===== config.mk =====
export PLATFORM = sky130hd
export DESIGN_NAME = spe_core
export DESIGN_NICKNAME = d
export VERILOG_FILES = /design/src/common/spe_pkg.sv /design/src/core/spe_core.sv
export SDC_FILE = /design/constraint.sdc
export NUM_CORES = 1
export LEC_CHECK = 0
export ABC_AREA = 1
export BUFFER_PORTS_ARGS = -buffer_cell sky130_fd_sc_hd__buf_2
export CORE_MARGIN = 3
export CORE_UTILIZATION = 25
export DETAILED_ROUTE_END_ITERATION = 12
export HOLD_SLACK_MARGIN = 0.1
export PLACE_DENSITY = 0.44
export SETUP_SLACK_MARGIN = 0.1
export SLEW_MARGIN = 20
export SYNTH_ARGS = -nofsm -noshare
export SYNTH_HDL_FRONTEND = slang
export SYNTH_SLANG_ARGS = --single-unit

===== constraint.sdc =====
create_clock -name sys_clk -period 2.1 [get_ports sys_clk]
set_input_delay 0.315 -clock sys_clk [delete_from_list [all_inputs] [get_ports sys_clk]]
set_output_delay 0.315 -clock sys_clk [all_outputs]
set_load 0.005 [all_outputs]

===== src/common/spe_pkg.sv =====
// Constants for the serial port error handling block.
// Assumes a 50 MHz system clock and a word-wide register port.
package spe_pkg;
	localparam int SYS_CLK_HZ = 50000000;
	localparam int AW = 8;
	localparam int DW = 32;
	localparam int HW = 16;
	// Register offsets
	localparam logic [7:0] OFS_CTRL = 8'h00;
	localparam logic [7:0] OFS_STATUS = 8'h04;
	localparam logic [7:0] OFS_TX_LOW = 8'h08;
	localparam logic [7:0] OFS_TX_HIGH = 8'h0C;
	localparam logic [7:0] OFS_RX_LOW = 8'h10;
	localparam logic [7:0] OFS_RX_HIGH = 8'h14;
	// Control fields
	localparam int CB_RX_RESET_N = 0;
	localparam int CB_TX_RESET_N = 1;
	localparam int CB_RX_DELAY = 2;
	localparam int CB_TX_DELAY = 4;
	localparam int CB_RX_IRQ_MODE = 6;
	localparam int CB_TX_IRQ_MODE = 8;
	localparam int CB_RX_IGNORE = 10;
	localparam int CB_TX_IGNORE = 11;
	localparam int CB_TX_SRC_SEL = 12;
	localparam int CB_GEN_MODE = 13;
	localparam int CB_WIDE = 14;
	localparam int CTRL_W = 15;
	localparam logic [14:0] CTRL_RESET = 15'h0000;
	// Status fields
	localparam int SB_TX_READY = 0;
	localparam int SB_TX_EMPTY_N = 1;
	localparam int SB_TX_SYNC_ERR = 2;
	localparam int SB_RX_READY = 3;
	localparam int SB_RX_SYNC_ERR = 4;
	// Interrupt modes
	localparam logic [1:0] IRQ_MODE_READY = 2'h0;
	localparam logic [1:0] IRQ_MODE_SYNC_ERR = 2'h3;
	// Word lengths
	localparam logic [4:0] LAST_BIT_NARROW = 5'h0F;
	localparam logic [4:0] LAST_BIT_WIDE = 5'h1F;
	typedef enum logic [1:0] {SPE_IDLE, SPE_DELAY, SPE_SHIFT} spe_state_e;
endpackage : spe_pkg


===== src/core/spe_core.sv =====
// Error handling core of a buffered synchronous serial port: transmit
// overwrite, underflow, first word after reset and unexpected frame syncs,
// receive unexpected frame syncs, status flags, interrupts, DMA event.
// Assumes link pins come from outside the sys_clk domain, bit clocks far
// slower than sys_clk, and a register master that never reads and writes
// in one cycle.
//
// Design decisions made here: the register addresses and the address-and-strobe port.
`timescale 1ns/1ps
`default_nettype none
module spe_core (
	input wire logic sys_clk,
	input wire logic nrst,
	input wire logic [7:0] reg_addr,
	input wire logic [31:0] reg_wdata,
	input wire logic reg_wr,
	input wire logic reg_rd,
	output logic [31:0] reg_rdata,
	input wire logic tx_bit_clock,
	input wire logic tx_frame_sync,
	output logic tx_frame_sync_out,
	output logic tx_frame_sync_oe,
	output logic tx_data_line,
	output logic tx_data_oe,
	input wire logic gen_frame_pulse,
	input wire logic rx_bit_clock,
	input wire logic rx_frame_sync,
	input wire logic rx_data_line,
	output logic tx_irq,
	output logic rx_irq,
	output logic tx_dma_event
);
	function automatic logic [4:0] last_bit(input logic wide);
		last_bit = wide ? spe_pkg::LAST_BIT_WIDE : spe_pkg::LAST_BIT_NARROW;
	endfunction : last_bit

	function automatic logic is_unexpected(input spe_pkg::spe_state_e st, input logic [4:0] idx,
		input logic [4:0] last);
		// Sync on the edge that ends the last bit still counts as between packets
		is_unexpected = (st == spe_pkg::SPE_DELAY) || ((st == spe_pkg::SPE_SHIFT) && (idx != last));
	endfunction : is_unexpected

	// Register port
	logic [14:0] ctrl_r;
	logic [15:0] tx_data_reg_low_r;
	logic [15:0] tx_data_reg_high_r;
	logic [15:0] rx_data_reg_low_r;
	logic [15:0] rx_data_reg_high_r;
	logic tx_ready_flag_r;
	logic tx_empty_n_r;
	logic tx_sync_error_flag_r;
	logic rx_ready_flag_r;
	logic rx_sync_error_flag_r;
	logic [31:0] reg_rdata_nxt;

	wire wr_ctrl = reg_wr && (reg_addr == spe_pkg::OFS_CTRL);
	wire wr_status = reg_wr && (reg_addr == spe_pkg::OFS_STATUS);
	wire wr_tx_low = reg_wr && (reg_addr == spe_pkg::OFS_TX_LOW);
	wire wr_tx_high = reg_wr && (reg_addr == spe_pkg::OFS_TX_HIGH);
	wire rd_rx_low = reg_rd && (reg_addr == spe_pkg::OFS_RX_LOW);

	wire rx_enable = ctrl_r[spe_pkg::CB_RX_RESET_N];
	wire tx_reset_n = ctrl_r[spe_pkg::CB_TX_RESET_N];
	wire [1:0] rx_data_delay = ctrl_r[spe_pkg::CB_RX_DELAY +: 2];
	wire [1:0] tx_data_delay = ctrl_r[spe_pkg::CB_TX_DELAY +: 2];
	wire [1:0] rx_irq_mode = ctrl_r[spe_pkg::CB_RX_IRQ_MODE +: 2];
	wire [1:0] tx_irq_mode = ctrl_r[spe_pkg::CB_TX_IRQ_MODE +: 2];
	wire rx_sync_ignore = ctrl_r[spe_pkg::CB_RX_IGNORE];
	wire tx_sync_ignore = ctrl_r[spe_pkg::CB_TX_IGNORE];
	wire tx_sync_source_sel = ctrl_r[spe_pkg::CB_TX_SRC_SEL];
	wire gen_sync_mode = ctrl_r[spe_pkg::CB_GEN_MODE];
	wire wide = ctrl_r[spe_pkg::CB_WIDE];
	wire [4:0] last = last_bit(wide);

	wire [4:0] status_word = {rx_sync_error_flag_r, rx_ready_flag_r, tx_sync_error_flag_r,
		tx_empty_n_r, tx_ready_flag_r};

	always_comb
	begin
		case (reg_addr)
			spe_pkg::OFS_CTRL: reg_rdata_nxt = {17'h00000, ctrl_r};
			spe_pkg::OFS_STATUS: reg_rdata_nxt = {27'h0000000, status_word};
			spe_pkg::OFS_TX_LOW: reg_rdata_nxt = {16'h0000, tx_data_reg_low_r};
			spe_pkg::OFS_TX_HIGH: reg_rdata_nxt = {16'h0000, tx_data_reg_high_r};
			spe_pkg::OFS_RX_LOW: reg_rdata_nxt = {16'h0000, rx_data_reg_low_r};
			spe_pkg::OFS_RX_HIGH: reg_rdata_nxt = {16'h0000, rx_data_reg_high_r};
			default: reg_rdata_nxt = 32'h00000000;
		endcase
	end

	always_ff @(posedge sys_clk or negedge nrst)
	begin
		if (!nrst)
			reg_rdata <= 32'h00000000;
		else
			reg_rdata <= reg_rd ? reg_rdata_nxt : 32'h00000000;
	end

	always_ff @(posedge sys_clk or negedge nrst)
	begin
		if (!nrst)
		begin
			ctrl_r <= spe_pkg::CTRL_RESET;
			tx_data_reg_low_r <= 16'h0000;
			tx_data_reg_high_r <= 16'h0000;
		end
		else
		begin
			if (wr_ctrl)
				ctrl_r <= reg_wdata[14:0];
			if (wr_tx_low)
				tx_data_reg_low_r <= reg_wdata[15:0];
			if (wr_tx_high)
				tx_data_reg_high_r <= reg_wdata[15:0];
		end
	end

	// Link input synchronisers; stage one feeds stage two only
	logic [4:0] sync1_r;
	logic [4:0] sync2_r;
	logic tx_clk_d_r;
	logic rx_clk_d_r;
	always_ff @(posedge sys_clk or negedge nrst)
	begin
		if (!nrst)
		begin
			sync1_r <= 5'h00;
			sync2_r <= 5'h00;
			tx_clk_d_r <= 1'b0;
			rx_clk_d_r <= 1'b0;
		end
		else
		begin
			sync1_r <= {rx_data_line, rx_frame_sync, rx_bit_clock, tx_frame_sync, tx_bit_clock};
			sync2_r <= sync1_r;
			tx_clk_d_r <= sync2_r[0];
			rx_clk_d_r <= sync2_r[2];
		end
	end
	wire tx_edge = sync2_r[0] && !tx_clk_d_r;
	// Last bit ends on its falling edge; the partner may stop its clock after it
	wire tx_fall = !sync2_r[0] && tx_clk_d_r;
	// Receiver samples on the falling edge, half a bit after the driver
	wire rx_edge = !sync2_r[2] && rx_clk_d_r;
	wire tx_fs_lvl = sync2_r[1];
	wire rx_fs_lvl = sync2_r[3];
	wire rx_bit = sync2_r[4];

	// Transmitter
	spe_pkg::spe_state_e tx_state_r;
	spe_pkg::spe_state_e tx_state_nxt;
	logic [15:0] tx_shift_low_r;
	logic [15:0] tx_shift_high_r;
	logic [4:0] tx_idx_r;
	logic [4:0] tx_idx_nxt;
	logic [1:0] tx_dly_r;
	logic [1:0] tx_dly_nxt;
	logic tx_dirty_r;
	logic tx_fs_prev_r;
	logic tx_gen_pend_r;
	logic tx_copy;
	logic tx_unexp;

	wire tx_ext_sync = tx_edge && tx_fs_lvl && !tx_fs_prev_r;
	wire tx_int_sync = tx_edge && tx_gen_pend_r;
	wire tx_sync = tx_reset_n && (tx_sync_source_sel ? tx_int_sync : tx_ext_sync);
	wire tx_busy_err = is_unexpected(tx_state_r, tx_idx_r, last);
	wire tx_frame_end = tx_fall && (tx_state_r == spe_pkg::SPE_SHIFT) && (tx_idx_r == last);

	always_comb
	begin
		tx_state_nxt = tx_state_r;
		tx_idx_nxt = tx_idx_r;
		tx_dly_nxt = tx_dly_r;
		tx_unexp = 1'b0;
		// Copy only while the shift register is free, or on a restart with a new word
		tx_copy = tx_reset_n && tx_dirty_r && (tx_state_r == spe_pkg::SPE_IDLE);
		if (tx_sync && tx_busy_err && !tx_sync_ignore)
		begin
			tx_unexp = 1'b1;
			tx_copy = tx_dirty_r;
		end
		if (tx_sync && (!tx_busy_err || !tx_sync_ignore))
		begin
			if (tx_data_delay == 2'h0)
			begin
				tx_state_nxt = spe_pkg::SPE_SHIFT;
				tx_idx_nxt = 5'h00;
			end
			else
			begin
				tx_state_nxt = spe_pkg::SPE_DELAY;
				tx_dly_nxt = tx_data_delay - 2'h1;
			end
		end
		else if (tx_edge && (tx_state_r == spe_pkg::SPE_DELAY))
		begin
			if (tx_dly_r == 2'h0)
			begin
				tx_state_nxt = spe_pkg::SPE_SHIFT;
				tx_idx_nxt = 5'h00;
			end
			else
				tx_dly_nxt = tx_dly_r - 2'h1;
		end
		else if (tx_edge && (tx_state_r == spe_pkg::SPE_SHIFT))
		begin
			if (tx_idx_r == last)
				tx_state_nxt = spe_pkg::SPE_IDLE;
			else
				tx_idx_nxt = tx_idx_r + 5'h01;
		end
		else if (tx_frame_end)
			tx_state_nxt = spe_pkg::SPE_IDLE;
		if (!tx_reset_n)
			tx_state_nxt = spe_pkg::SPE_IDLE;
	end

	// Word seen by the line: a copy in this cycle is already on its way out
	wire [31:0] tx_word = tx_copy ? {tx_data_reg_high_r, tx_data_reg_low_r}
		: {tx_shift_high_r, tx_shift_low_r};
	wire [4:0] tx_pos = last - tx_idx_nxt;
	wire tx_bit_nxt = (tx_state_nxt == spe_pkg::SPE_SHIFT) ? tx_word[tx_pos] : 1'b0;

	always_ff @(posedge sys_clk or negedge nrst)
	begin
		if (!nrst)
		begin
			tx_state_r <= spe_pkg::SPE_IDLE;
			tx_idx_r <= 5'h00;
			tx_dly_r <= 2'h0;
			tx_data_line <= 1'b0;
			tx_fs_prev_r <= 1'b0;
		end
		else
		begin
			tx_state_r <= tx_state_nxt;
			tx_idx_r <= tx_idx_nxt;
			tx_dly_r <= tx_dly_nxt;
			if (tx_edge)
			begin
				tx_data_line <= tx_bit_nxt;
				tx_fs_prev_r <= tx_fs_lvl;
			end
		end
	end

	always_ff @(posedge sys_clk or negedge nrst)
	begin
		if (!nrst)
		begin
			tx_shift_low_r <= 16'h0000;
			tx_shift_high_r <= 16'h0000;
			tx_dirty_r <= 1'b0;
		end
		else if (!tx_reset_n)
		begin
			// Zeros go out if a sync beats the first load
			tx_shift_low_r <= 16'h0000;
			tx_shift_high_r <= 16'h0000;
			tx_dirty_r <= wr_tx_low;
		end
		else
		begin
			if (tx_copy)
			begin
				tx_shift_low_r <= tx_data_reg_low_r;
				tx_shift_high_r <= tx_data_reg_high_r;
			end
			// Without a new load the shift word stays and is resent
			tx_dirty_r <= wr_tx_low || (tx_dirty_r && !tx_copy);
		end
	end

	// Flags and events
	logic tx_reset_n_d_r;
	always_ff @(posedge sys_clk or negedge nrst)
	begin
		if (!nrst)
		begin
			tx_reset_n_d_r <= 1'b0;
			tx_ready_flag_r <= 1'b1;
			tx_empty_n_r <= 1'b0;
			tx_sync_error_flag_r <= 1'b0;
			tx_dma_event <= 1'b0;
			tx_irq <= 1'b0;
		end
		else
		begin
			tx_reset_n_d_r <= tx_reset_n;
			tx_dma_event <= tx_copy;
			tx_irq <= (tx_copy && (tx_irq_mode == spe_pkg::IRQ_MODE_READY))
				|| (tx_unexp && (tx_irq_mode == spe_pkg::IRQ_MODE_SYNC_ERR));
			if (!tx_reset_n)
			begin
				tx_ready_flag_r <= 1'b1;
				tx_empty_n_r <= 1'b0;
				tx_sync_error_flag_r <= 1'b0;
			end
			else
			begin
				// Set wins over the clearing write
				if (tx_copy)
					tx_ready_flag_r <= 1'b1;
				else if (wr_tx_low)
					tx_ready_flag_r <= 1'b0;
				if (tx_copy)
					tx_empty_n_r <= 1'b1;
				else if (tx_frame_end && !tx_dirty_r)
					tx_empty_n_r <= 1'b0;
				if (tx_unexp)
					tx_sync_error_flag_r <= 1'b1;
				else if (wr_status && !reg_wdata[spe_pkg::SB_TX_SYNC_ERR])
					tx_sync_error_flag_r <= 1'b0;
			end
		end
	end

	// Internal frame sync: one pulse per copy, or paced by the rate generator
	always_ff @(posedge sys_clk or negedge nrst)
	begin
		if (!nrst)
		begin
			tx_gen_pend_r <= 1'b0;
			tx_frame_sync_out <= 1'b0;
		end
		else if (!tx_reset_n || !tx_sync_source_sel)
		begin
			tx_gen_pend_r <= 1'b0;
			tx_frame_sync_out <= 1'b0;
		end
		else
		begin
			if (gen_sync_mode ? gen_frame_pulse : tx_copy)
				tx_gen_pend_r <= 1'b1;
			else if (tx_edge)
				tx_gen_pend_r <= 1'b0;
			if (tx_edge)
				tx_frame_sync_out <= tx_gen_pend_r;
		end
	end

	assign tx_frame_sync_oe = tx_sync_source_sel;
	assign tx_data_oe = tx_reset_n && tx_reset_n_d_r;

	// Receiver; the partner is expected to space syncs properly
	spe_pkg::spe_state_e rx_state_r;
	spe_pkg::spe_state_e rx_state_nxt;
	logic [4:0] rx_idx_r;
	logic [4:0] rx_idx_nxt;
	logic [1:0] rx_dly_r;
	logic [1:0] rx_dly_nxt;
	logic [31:0] rx_shift_r;
	logic rx_fs_prev_r;
	logic rx_unexp;
	logic rx_take;

	wire rx_sync = rx_enable && rx_edge && rx_fs_lvl && !rx_fs_prev_r;
	wire rx_busy_err = is_unexpected(rx_state_r, rx_idx_r, last);

	always_comb
	begin
		rx_state_nxt = rx_state_r;
		rx_idx_nxt = rx_idx_r;
		rx_dly_nxt = rx_dly_r;
		rx_unexp = 1'b0;
		rx_take = 1'b0;
		if (rx_sync && rx_busy_err && !rx_sync_ignore)
			rx_unexp = 1'b1;
		if (rx_sync && (!rx_busy_err || !rx_sync_ignore))
		begin
			// Aborted word is dropped, the new frame starts now
			if (rx_data_delay == 2'h0)
			begin
				rx_state_nxt = spe_pkg::SPE_SHIFT;
				rx_idx_nxt = 5'h00;
				rx_take = 1'b1;
			end
			else
			begin
				rx_state_nxt = spe_pkg::SPE_DELAY;
				rx_dly_nxt = rx_data_delay - 2'h1;
			end
		end
		else if (rx_edge && (rx_state_r == spe_pkg::SPE_DELAY))
		begin
			if (rx_dly_r == 2'h0)
			begin
				rx_state_nxt = spe_pkg::SPE_SHIFT;
				rx_idx_nxt = 5'h00;
				rx_take = 1'b1;
			end
			else
				rx_dly_nxt = rx_dly_r - 2'h1;
		end
		else if (rx_edge && (rx_state_r == spe_pkg::SPE_SHIFT))
		begin
			if (rx_idx_r == last)
				rx_state_nxt = spe_pkg::SPE_IDLE;
			else
			begin
				rx_idx_nxt = rx_idx_r + 5'h01;
				rx_take = 1'b1;
			end
		end
		if (!rx_enable)
			rx_state_nxt = spe_pkg::SPE_IDLE;
	end

	wire [31:0] rx_shift_nxt = {rx_shift_r[30:0], rx_bit};
	wire rx_word_done = rx_take && (rx_idx_nxt == last);

	always_ff @(posedge sys_clk or negedge nrst)
	begin
		if (!nrst)
		begin
			rx_state_r <= spe_pkg::SPE_IDLE;
			rx_idx_r <= 5'h00;
			rx_dly_r <= 2'h0;
			rx_shift_r <= 32'h00000000;
			rx_fs_prev_r <= 1'b0;
			rx_data_reg_low_r <= 16'h0000;
			rx_data_reg_high_r <= 16'h0000;
		end
		else
		begin
			rx_state_r <= rx_state_nxt;
			rx_idx_r <= rx_idx_nxt;
			rx_dly_r <= rx_dly_nxt;
			if (rx_edge)
				rx_fs_prev_r <= rx_fs_lvl;
			if (rx_take)
				rx_shift_r <= rx_shift_nxt;
			if (rx_word_done)
			begin
				rx_data_reg_low_r <= rx_shift_nxt[15:0];
				rx_data_reg_high_r <= wide ? rx_shift_nxt[31:16] : 16'h0000;
			end
		end
	end

	always_ff @(posedge sys_clk or negedge nrst)
	begin
		if (!nrst)
		begin
			rx_ready_flag_r <= 1'b0;
			rx_sync_error_flag_r <= 1'b0;
			rx_irq <= 1'b0;
		end
		else
		begin
			rx_irq <= (rx_word_done && (rx_irq_mode == spe_pkg::IRQ_MODE_READY))
				|| (rx_unexp && (rx_irq_mode == spe_pkg::IRQ_MODE_SYNC_ERR));
			if (!rx_enable)
			begin
				rx_ready_flag_r <= 1'b0;
				rx_sync_error_flag_r <= 1'b0;
			end
			else
			begin
				if (rx_word_done)
					rx_ready_flag_r <= 1'b1;
				else if (rd_rx_low)
					rx_ready_flag_r <= 1'b0;
				if (rx_unexp)
					rx_sync_error_flag_r <= 1'b1;
				else if (wr_status && !reg_wdata[spe_pkg::SB_RX_SYNC_ERR])
					rx_sync_error_flag_r <= 1'b0;
			end
		end
	end
endmodule : spe_core
`default_nettype wire


==> reports/qor.yml, run 1 <==
outcome:
  status: "finished, violations left"
  failed_checks: "setup timing"
clock_tree:
  worst_skew_pair.late_latency_ns: 0.54
  clk_pin_slew_ns: 0.06
  tritoncts: "done"
  numCtsBuffers: 25
  htreeDepth: 1
  clkSinkCount: 203
  cts_buffer_depth: 3
  clock_tree.root_cell: "clkbuf_16"
placement:
  place_area_um2: 11300
  detailedPlacementHpwl_um: 20600
  place.gp.congestion: 0.809
  buffer_ports.inserted: 56
job:
  drv.max_cap_violation_count: 0
synthesis:
  mappedNetlistArea_um2: 9500
  yosysSeqAreaShare: 0.535
  post-synth-top-area-fraction: 0.532
  ys_warns: 0
  synthFlopType: "dfrtp_1"
  synth.area.top_cells: "dfrtp_1 53%, nand2_1 9.5%, inv_1 6.0%"
  synth_area_leader_cell: "dfrtp_1"
  postSynthRegisterBits: 203
  post_synth.cell_area_avg_um2: 8.61
  synth-edff-count: 0
  synth.lib_cells_used.distinct: 44
  post_synth_inst_count: 1104
  async_reset_ff_frac: 1.00
drt:
  routedWlPerCell_um: 17.0
  vias: 8409
  routed_wirelength_um: 31500
  first_pass_iters: 5
  drt.antenna.violating_nets: 0
  drt-initial-drc-count: 475
  route.detailed.drc: 0
  viasPerCell: 4.54
setup_path:
  critPathCaptureType: "register"
  critical_path_peak_fanout: 5
  worst-setup-path-type: "reg -> reg"
  critPathMostFrequentCell: "nand2_2"
  arrival_ns: 2.81
  cp_data_required_time_ns: 2.52
  chain_of_cells_forming_the_critical_path: "buf_6 -> inv_4 -> nand2_2 -> nand2_2 -> nand2_2 -> nand2_2 -> nand2_2 -> nand2_2 -> nand2_4 -> buf_6 -> nor2_4 -> inv_4 -> buf_6 -> o22a_1 -> xor2_1 -> nand3_2 -> nand3_2 -> nand2_1"
  crit_slowest_cell: "dfrtp_2"
  setup.worst_path.start_class: "register"
  critical-path-max-stage-delay_ns: 0.48
floorplan:
  coreArea_um2: 37000
  design.portCount: 89
  fp.dieH_um: 201
  floorplan.initialDensity: 0.257
  chipWidth_um: 201
  num_rows: 70
  die-area_um2: 40400
grt:
  via_count_of_the_first_global_routing_pass: 8295
  grt_use_met2: 0.219
  grtUsageMet1: 0.230
  grt_most_used_layer: "met1"
  grt.total_usage: 0.149
  antenna_found_initial: 0
  grt.overflow.total: 0
  gr-usage-met3: 0.0212
  global_route_wire_length_before_repair_um: 48100
  pin_count_of_the_biggest_net_entering_global_routing: 63
layout:
  antenna_cells: 0
  design.final.nets: 1383
  share_of_post_route_cells_with_drive_strength_above_1: 0.316
  sequential_cell_area_um2: 5080
  finalInstanceArea_um2: 13600
  fillCellCount: 3769
  multiInputGateArea_um2: 4170
  syn_to_final_growth_pct: 43.4
timing:
  drv_slew: 0
  grt_setup_unrepaired: "yes"
  worst_pin_slew_ns: 0.529
  finalHoldViolations: 0
  finalHoldWorstSlack_ns: 0.254
  setup_viol_count_final: 35
  setup_slack_ns: -0.293
  slew_headroom: 0.647
  period_needed_ns: 2.39
  fmax_mhz: 418
  timing.clock.skew_ns: 0.0161
  post-route-period-util: 1.14
pwr:
  power_leakage_uw: 0.00633
  final_total_power_uw: 9340
  peakVddDrop_mv: 0.500
  power-per-cell-area_nw_per_um2: 686
worst_hold_path:
  min_path_type: "in -> reg"
flip-flops by register name, indices dropped and copies added (netlist names), 2 cells and up:
register	cells
rx_state_r	2
tx_idx_r	5
rx_idx_r	5
tx_shift_low_r	16
rx_shift_r	31
tx_state_r	2
tx_shift_high_r	16
reg_rdata	16
tx_data_reg_low_r	16
tx_data_reg_high_r	16
ctrl_r	15
rx_data_reg_low_r	16
sync2_r	5
tx_dly_r	2
rx_data_reg_high_r	16
sync1_r	5
rx_dly_r	2
per-layer routing:
layer / up-vias / part of all wire
li1: 4069 / -
met1: 4092 / 0.51
met2: 210 / 0.43
met3: 38 / 0.048
met4: 0 / 0.021
met5: - / 0
cells in the final DEF (no fill, tap or decap), types with 7 or more instances in the layout:
cell type	instances
dfrtp_1	200
nand2_1	193
inv_1	148
buf_4	125
o21ai_0	82
nand3_1	76
buf_2	55
a21oi_1	48
nor2_1	42
o21ai_2	32
nand2_4	30
clkbuf_16	30
o22ai_1	28
nand3_2	25
nand2_2	23
dlygate4sd3_1	23
conb_1	16
a32o_1	15
buf_12	14
buf_6	14
a22oi_1	8
clkbuf_8	7
area by class of cell:
cell class	instances	area share
clock buffer	36	0.0541
clock inverter	10	0.0107
inverter	159	0.0449
multi-input combinational	696	0.306
sequential	203	0.373
tap	504	0.0463
timing repair buffer	246	0.165
stage by stage:
step,cells,setup TNS [ns],setup slack [ns],utilization
final,1854,-7.67,-0.293,0.368
after global routing,1854,-13.12,-0.409,0.368
after CTS,1837,-6.73,-0.236,0.351
after detailed placement,1748,-14.23,-0.363,0.305
after global placement,1748,-12.95,-0.335,0.305
after floorplan,1119,-2.37,-0.0853,-
power breakdown:
group          internal [µW]  switching, µW  leakage, µW
Combinational            239            378      0.00319
Clock                   2820           1770     0.000431
Sequential              4030           98.3      0.00271
path summary, 6_finish.rpt:
check,start,endpoint,slack [ns],cells after the start
min in group asynchronous,nrst,tx_data_reg_high_r[8],0.30,2
hold reg to reg,sync1_r[3],sync2_r[3],0.35,0
setup reg to reg,ctrl_r[14],tx_data_line,-0.29,18
hold / removal,reg_wr,tx_sync_error_flag_r,0.25,3
max in group asynchronous,nrst,tx_ready_flag_r,1.09,3
setup / recovery,ctrl_r[14],tx_data_line,-0.29,18
logic make-up after synthesis:
group	Yosys count	synth area share
buffers and inverters	220	0.100
XOR/XNOR	5	0.00461
AO/OA/AOI/OAI	255	0.170
flip-flops	203	0.535
AND/OR/NAND/NOR	418	0.187
adder cells (fa/ha/maj)	2	0.00263
other	1	0.000395
critical path: cells and delay by family (launching register included):
kind	cells	cell delay, ns
compound gates	1	0.24
flops	1	0.48
xor+xnor	1	0.22
buf+inv	5	0.48
simple gates	11	0.85
synthesized netlist by cell type, types with 4 or more instances:
| cell type | instances |
|---|---|
| a21oi_1 | 50 |
| a221oi_1 | 4 |
| a22oi_1 | 9 |
| a32o_1 | 15 |
| buf_2 | 7 |
| buf_4 | 19 |
| buf_6 | 6 |
| clkbuf_1 | 29 |
| dfrtp_1 | 202 |
| inv_1 | 152 |
| inv_2 | 6 |
| nand2_1 | 240 |
| nand2_2 | 4 |
| nand3_1 | 104 |
| nand4_1 | 4 |
| nor2_1 | 49 |
| nor3_1 | 4 |
| o21ai_0 | 88 |
| o21ai_1 | 8 |
| o21ai_2 | 27 |
| o22ai_1 | 32 |
| xor2_1 | 5 |
what timing repair did:
action / in CTS / in global routing
gates cloned: 6 / 6
buffers inserted: 14 / 15
hold endpoints to repair: 95 / 0
endpoints found under the setup margin: 103 / 107
pin swaps: 16 / 34
hold buffers: 23 / 0
gates resized for setup: 85 / 94
(Power assumes the default switching activity.)
==> run 2, diff against run 1 <==
--- a/config.mk
+++ b/config.mk
@@ -10,6 +10,7 @@
 export CORE_MARGIN = 3
-export CORE_UTILIZATION = 25
+export CORE_UTILIZATION = 56
+export CTS_BUF_LIST = sky130_fd_sc_hd__clkbuf_2 sky130_fd_sc_hd__clkbuf_4 sky130_fd_sc_hd__clkbuf_8
 export DETAILED_ROUTE_END_ITERATION = 12
 export HOLD_SLACK_MARGIN = 0.1
-export PLACE_DENSITY = 0.44
+export PLACE_DENSITY = 0.81
 export SETUP_SLACK_MARGIN = 0.1
--- a/constraint.sdc
+++ b/constraint.sdc
@@ -3,2 +3,2 @@
 set_output_delay 0.315 -clock sys_clk [all_outputs]
-set_load 0.005 [all_outputs]
+set_load 0.02 [all_outputs]
==> reports/qor.yml, run 2 (synthesis gave the netlist of run 1 again) <==
layout:
  mostFrequentLayoutCell: "nand2_1"
  syn_to_final_growth_pct: 36.0
  finalInstanceArea_um2: 12900
  design.final.nets: 1368
  share_of_post_route_cells_with_drive_strength_above_1: 0.307
  layout_common_cells: "211 x nand2_1, 201 x dfrtp_1, 146 x inv_1"
  largest_register: "rx_shift_r"
  flip_flop_count_of_the_largest_register_after_layout: 31
  antenna_cells: 0
  utilization: 0.796
setup_path:
  critPathCaptureType: "register"
  critical_path_buf_inv_count: 3
  worst-setup-path-type: "reg -> reg"
  setup.worst_path.start_class: "register"
  critical_path_peak_fanout: 7
  rr_worst_depth: 19
  arrival_ns: 2.90
  chain_of_cells_forming_the_critical_path: "buf_6 -> nand2_1 -> nand2_2 -> nand2_2 -> nand2_2 -> nand2_4 -> buf_6 -> nand3_4 -> nand2_8 -> clkbuf_16 -> nand2_1 -> nand3_1 -> nand3_1 -> nand3_1 -> nand2_2 -> nand2_2 -> nand3_1 -> nand3_1 -> nand2_1"
  crit_family: "simple AND/OR/NAND/NOR gates"
  cp_data_required_time_ns: 2.50
  worst-path-stages: 19
  critical-path-max-stage-delay_ns: 0.43
  crit_slowest_cell: "dfrtp_2"
drt:
  route.detailed.drc: 0
  routedWlPerCell_um: 20.9
  viasPerCell: 6.21
  first_pass_iters: 7
  drt.antenna.violating_nets: 0
  vias: 9652
  drt-initial-drc-count: 1673
  routed_wirelength_um: 32500
floorplan:
  fp.dieH_um: 136
  design.portCount: 89
  floorplan.initialDensity: 0.585
  die-area_um2: 18600
  coreArea_um2: 16200
  num_rows: 46
  chipWidth_um: 136
pwr:
  comb_power_share: 0.079
  power-per-cell-area_nw_per_um2: 669
  sw_frac_of_total: 0.252
  power_leakage_uw: 0.00606
  cell_internal_pwr_uw: 6460
  power.clock.fraction: 0.443
  p_switching_uw: 2180
  peakVddDrop_mv: 0.570
  power_frac_seq: 0.478
timing:
  drv_slew: 0
  timing.clock.skew_ns: 0.0350
  setup_viol_count_final: 69
  slew_headroom: 0.642
  period_needed_ns: 2.50
  grt_setup_unrepaired: "yes"
  finalHoldWorstSlack_ns: 0.131
  post-route-period-util: 1.19
  worst_pin_slew_ns: 0.536
  finalHoldViolations: 0
  setup_slack_ns: -0.403
  fmax_mhz: 400
clock_tree:
  clkSinkCount: 203
  clk_pin_slew_ns: 0.06
  cts_buffer_depth: 3
  htreeDepth: 2
  worst_skew_pair.late_latency_ns: 0.54
  numCtsBuffers: 34
  clock_tree.root_cell: "clkbuf_8"
  tritoncts: "done"
grt:
  grt.total_usage: 0.306
  global_route_wire_length_before_repair_um: 44800
  pin_count_of_the_biggest_net_entering_global_routing: 63
  grt.overflow.total: 0
  via_count_of_the_first_global_routing_pass: 8908
  antenna_found_initial: 0
placement:
  place.gp.congestion: 0.902
  detailedPlacementHpwl_um: 17500
  buffer_ports.inserted: 56
  place_area_um2: 10800
outcome:
  failed_checks: "setup timing"
  status: "finished, violations left"
worst_hold_path:
  min_path_cells: 3
  min_path_type: "in -> reg"
job:
  drv.max_cap_violation_count: 0
run 2: repair_timing:
item                                   4_1_cts  5_1_grt
resized for setup                           61      110
endpoints found under the hold margin       88        0
hold buffers                                20        0
pin swaps                                    2       16
buffers inserted                             9       13
cloned                                       5        8
setup endpoints to repair                  102      111
run 2: power groups by stage:
stage	Combinational, µW	Sequential [µW]	Clock (µW)
floorplan	274	4170	0
global placement	510	4190	0
detailed placement	522	4190	0
CTS	608	4120	3800
global route	736	4140	4020
finish	681	4130	3830
run 2: worst paths after layout:
| path | from | to | slack (ns) |
|---|---|---|---|
| max | ctrl_r[14] | tx_data_line | -0.40 |
| min | reg_wdata[10] | ctrl_r[10] | 0.13 |
| max reg2reg | ctrl_r[14] | tx_data_line | -0.40 |
| min reg2reg | sync1_r[4] | sync2_r[4] | 0.35 |
| max in group asynchronous | nrst | tx_ready_flag_r | 1.02 |
| min in group asynchronous | nrst | rx_idx_r[1] | 0.34 |
run 2: layout make-up:
type / instances / area (µm²)
clock buffers: 50 / 632
clock inverters: 8 / 100
fillers: 920 / 3310
inverters: 159 / 624
multi-input cells: 696 / 4200
flip-flops and latches: 203 / 5080
well taps: 216 / 270
repair buffers: 222 / 2020
run 2: worst register-to-register path, delay by kind of cell (launching register included):
family	cells	cell delay, ns
flops	1	0.43
simple gates	16	1.50
buf+inv	3	0.43
run 2: stage by stage:
stage | power, µW | setup TNS [ns] | std cells | setup WS, ns
after global routing | 8900 | -23.71 | 1554 | -0.495
after CTS | 8530 | -6.70 | 1535 | -0.190
after detailed placement | 4710 | -18.26 | 1443 | -0.363
after global placement | 4700 | -12.55 | 1443 | -0.264
after floorplan | 4440 | -2.37 | 1119 | -0.0853
final | 8640 | -17.37 | 1554 | -0.403
run 2: per-layer routing:
layer,track usage,vias to the layer above,routed length (µm)
li1,-,4052,-
met1,0.411,4586,11800
met2,0.480,789,14900
met3,0.0659,225,3770
met4,0.140,0,2020
met5,0,-,0
==> run 3, diff against run 2 <==
Settings changed: CTS_BUF_LIST sky130_fd_sc_hd__clkbuf_2 sky130_fd_sc_hd__clkbuf_4 sky130_fd_sc_hd__clkbuf_8 to sky130_fd_sc_hd__clkbuf_4.
==> reports/qor.yml, run 3 (synthesis gave the netlist of run 1 again) <==
grt:
  global_route_wire_length_before_repair_um: 43900
  via_count_of_the_first_global_routing_pass: 8722
  grt.overflow.total: 0
  antenna_found_initial: 1
  pin_count_of_the_biggest_net_entering_global_routing: 63
  grt.total_usage: 0.300
setup_path:
  critical_path_peak_fanout: 11
  setup.worst_path.start_class: "register"
  critPathCaptureType: "register"
  cp_data_required_time_ns: 2.68
  worst-setup-path-type: "reg -> reg"
  arrival_ns: 3.03
  reg2reg_setup_slack_ns: -0.35
drt:
  drt.antenna.violating_nets: 0
  first_pass_iters: 6
  routed_wirelength_um: 30700
  route.detailed.drc: 0
  drt-initial-drc-count: 1169
  viasPerCell: 5.98
  routedWlPerCell_um: 19.4
  vias: 9479
layout:
  flip_flop_count_of_the_largest_register_after_layout: 31
  mostFrequentLayoutCell: "nand2_1"
  layout_common_cells: "209 x nand2_1, 201 x dfrtp_1, 147 x inv_1"
  syn_to_final_growth_pct: 34.7
  utilization: 0.789
  design.final.nets: 1389
  share_of_post_route_cells_with_drive_strength_above_1: 0.313
  largest_register: "rx_shift_r"
clock_tree:
  clk_pin_slew_ns: 0.07
  htreeDepth: 2
  tritoncts: "done"
  worst_skew_pair.late_latency_ns: 0.73
  numCtsBuffers: 51
  clock_tree.root_cell: "clkbuf_4"
  cts_buffer_depth: 3
  clkSinkCount: 203
timing:
  fmax_mhz: 408
  period_needed_ns: 2.45
  grt_setup_unrepaired: "yes"
  finalHoldWorstSlack_ns: 0.138
  slew_headroom: 0.637
  setup_slack_ns: -0.352
  finalHoldViolations: 0
  drv_slew: 0
  timing.clock.skew_ns: 0.0598
  setup_viol_count_final: 68
  post-route-period-util: 1.17
  worst_pin_slew_ns: 0.544
floorplan:
  chipWidth_um: 136
  fp.dieH_um: 136
  coreArea_um2: 16200
  die-area_um2: 18600
  design.portCount: 89
  num_rows: 46
  floorplan.initialDensity: 0.585
outcome:
  failed_checks: "setup timing"
  status: "finished, violations left"
pwr:
  peakVddDrop_mv: 0.586
  power_leakage_uw: 0.00608
  power-per-cell-area_nw_per_um2: 628
placement:
  detailedPlacementHpwl_um: 17500
  place.gp.congestion: 0.902
  buffer_ports.inserted: 56
worst_hold_path:
  min_path_type: "in -> reg"
job:
  drv.max_cap_violation_count: 0
## run 3: cell types whose count changed in the layout (fill, tap and decap cells not counted), sizes merged
cell,delta
clkinv,+9
diode,+1
clkinvlp,-1
clkbuf,+21
inv,+1
dlygate4sd3,+5
bufinv,-2
buf,-2
## run 3: worst paths after layout
kind,to,cells past startpoint,startpoint
worst max register to register,tx_data_line,20,ctrl_r[14]
worst min-delay path,rx_ready_flag_r,5,reg_addr[5]
min in group asynchronous,rx_data_reg_high_r[5],2,nrst
worst min register to register,sync2_r[4],0,sync1_r[4]
max in group asynchronous,tx_ready_flag_r,3,nrst
worst max-delay path,tx_data_line,20,ctrl_r[14]
## run 3: metrics by stage
stage	std cells	setup TNS, ns	instance area, µm²	power (µW)	setup WS, ns
finish	1586	-14.94	12800	8030	-0.352
global route	1586	-19.12	12800	8340	-0.460
CTS	1568	-5.45	12200	7960	-0.175
detailed placement	1443	-18.26	10800	4710	-0.363
global placement	1443	-12.55	10800	4700	-0.264
floorplan	1119	-2.37	9620	4440	-0.0853
## run 3: area by class of cell
class	count	area, µm²
multi-input cells	696	4160
flip-flops and latches	203	5080
inverters	159	614
well taps	216	270
fillers	952	3430
clock inverters	15	75.1
diodes	1	2.50
repair buffers	226	2070
clock buffers	70	526
## run 3: critical path, cell delays in order (launching register included)
cell and delay, ns:
dfrtp_2 0.43, buf_6 0.14, inv_4 0.05, nand2_2 0.05, nand2_2 0.08, nand2_2 0.07, nand2_2 0.09, nand2_4 0.06
buf_6 0.13, nand3_4 0.10, nand2_8 0.13, inv_6 0.16, nand2_1 0.11, nand3_1 0.13, nand3_1 0.12, nand3_1 0.15
nand2_1 0.09, nand2_1 0.07, nand3_2 0.07, nand3_2 0.08, nand2_1 0.05
## run 3: layer usage
layer / vias up / share of wire / track usage
met5: - / 0 / 0
met1: 4515 / 0.37 / 0.402
met4: 0 / 0.056 / 0.134
met2: 689 / 0.46 / 0.469
li1: 4109 / - / -
met3: 166 / 0.12 / 0.0707
## run 3: report_power, final
part	switching, µW	leakage (µW)	internal [µW]
clock network	1700	0.000361	1550
registers	96.3	0.00271	4030
logic	418	0.00301	240
## run 3: timing repair
item,in CTS,in global routing
resized for setup,69,95
setup endpoints to repair,102,106
pin swaps,13,35
hold endpoints to repair,268,0
buffers inserted,10,8
hold buffers,25,0
gates cloned,5,10
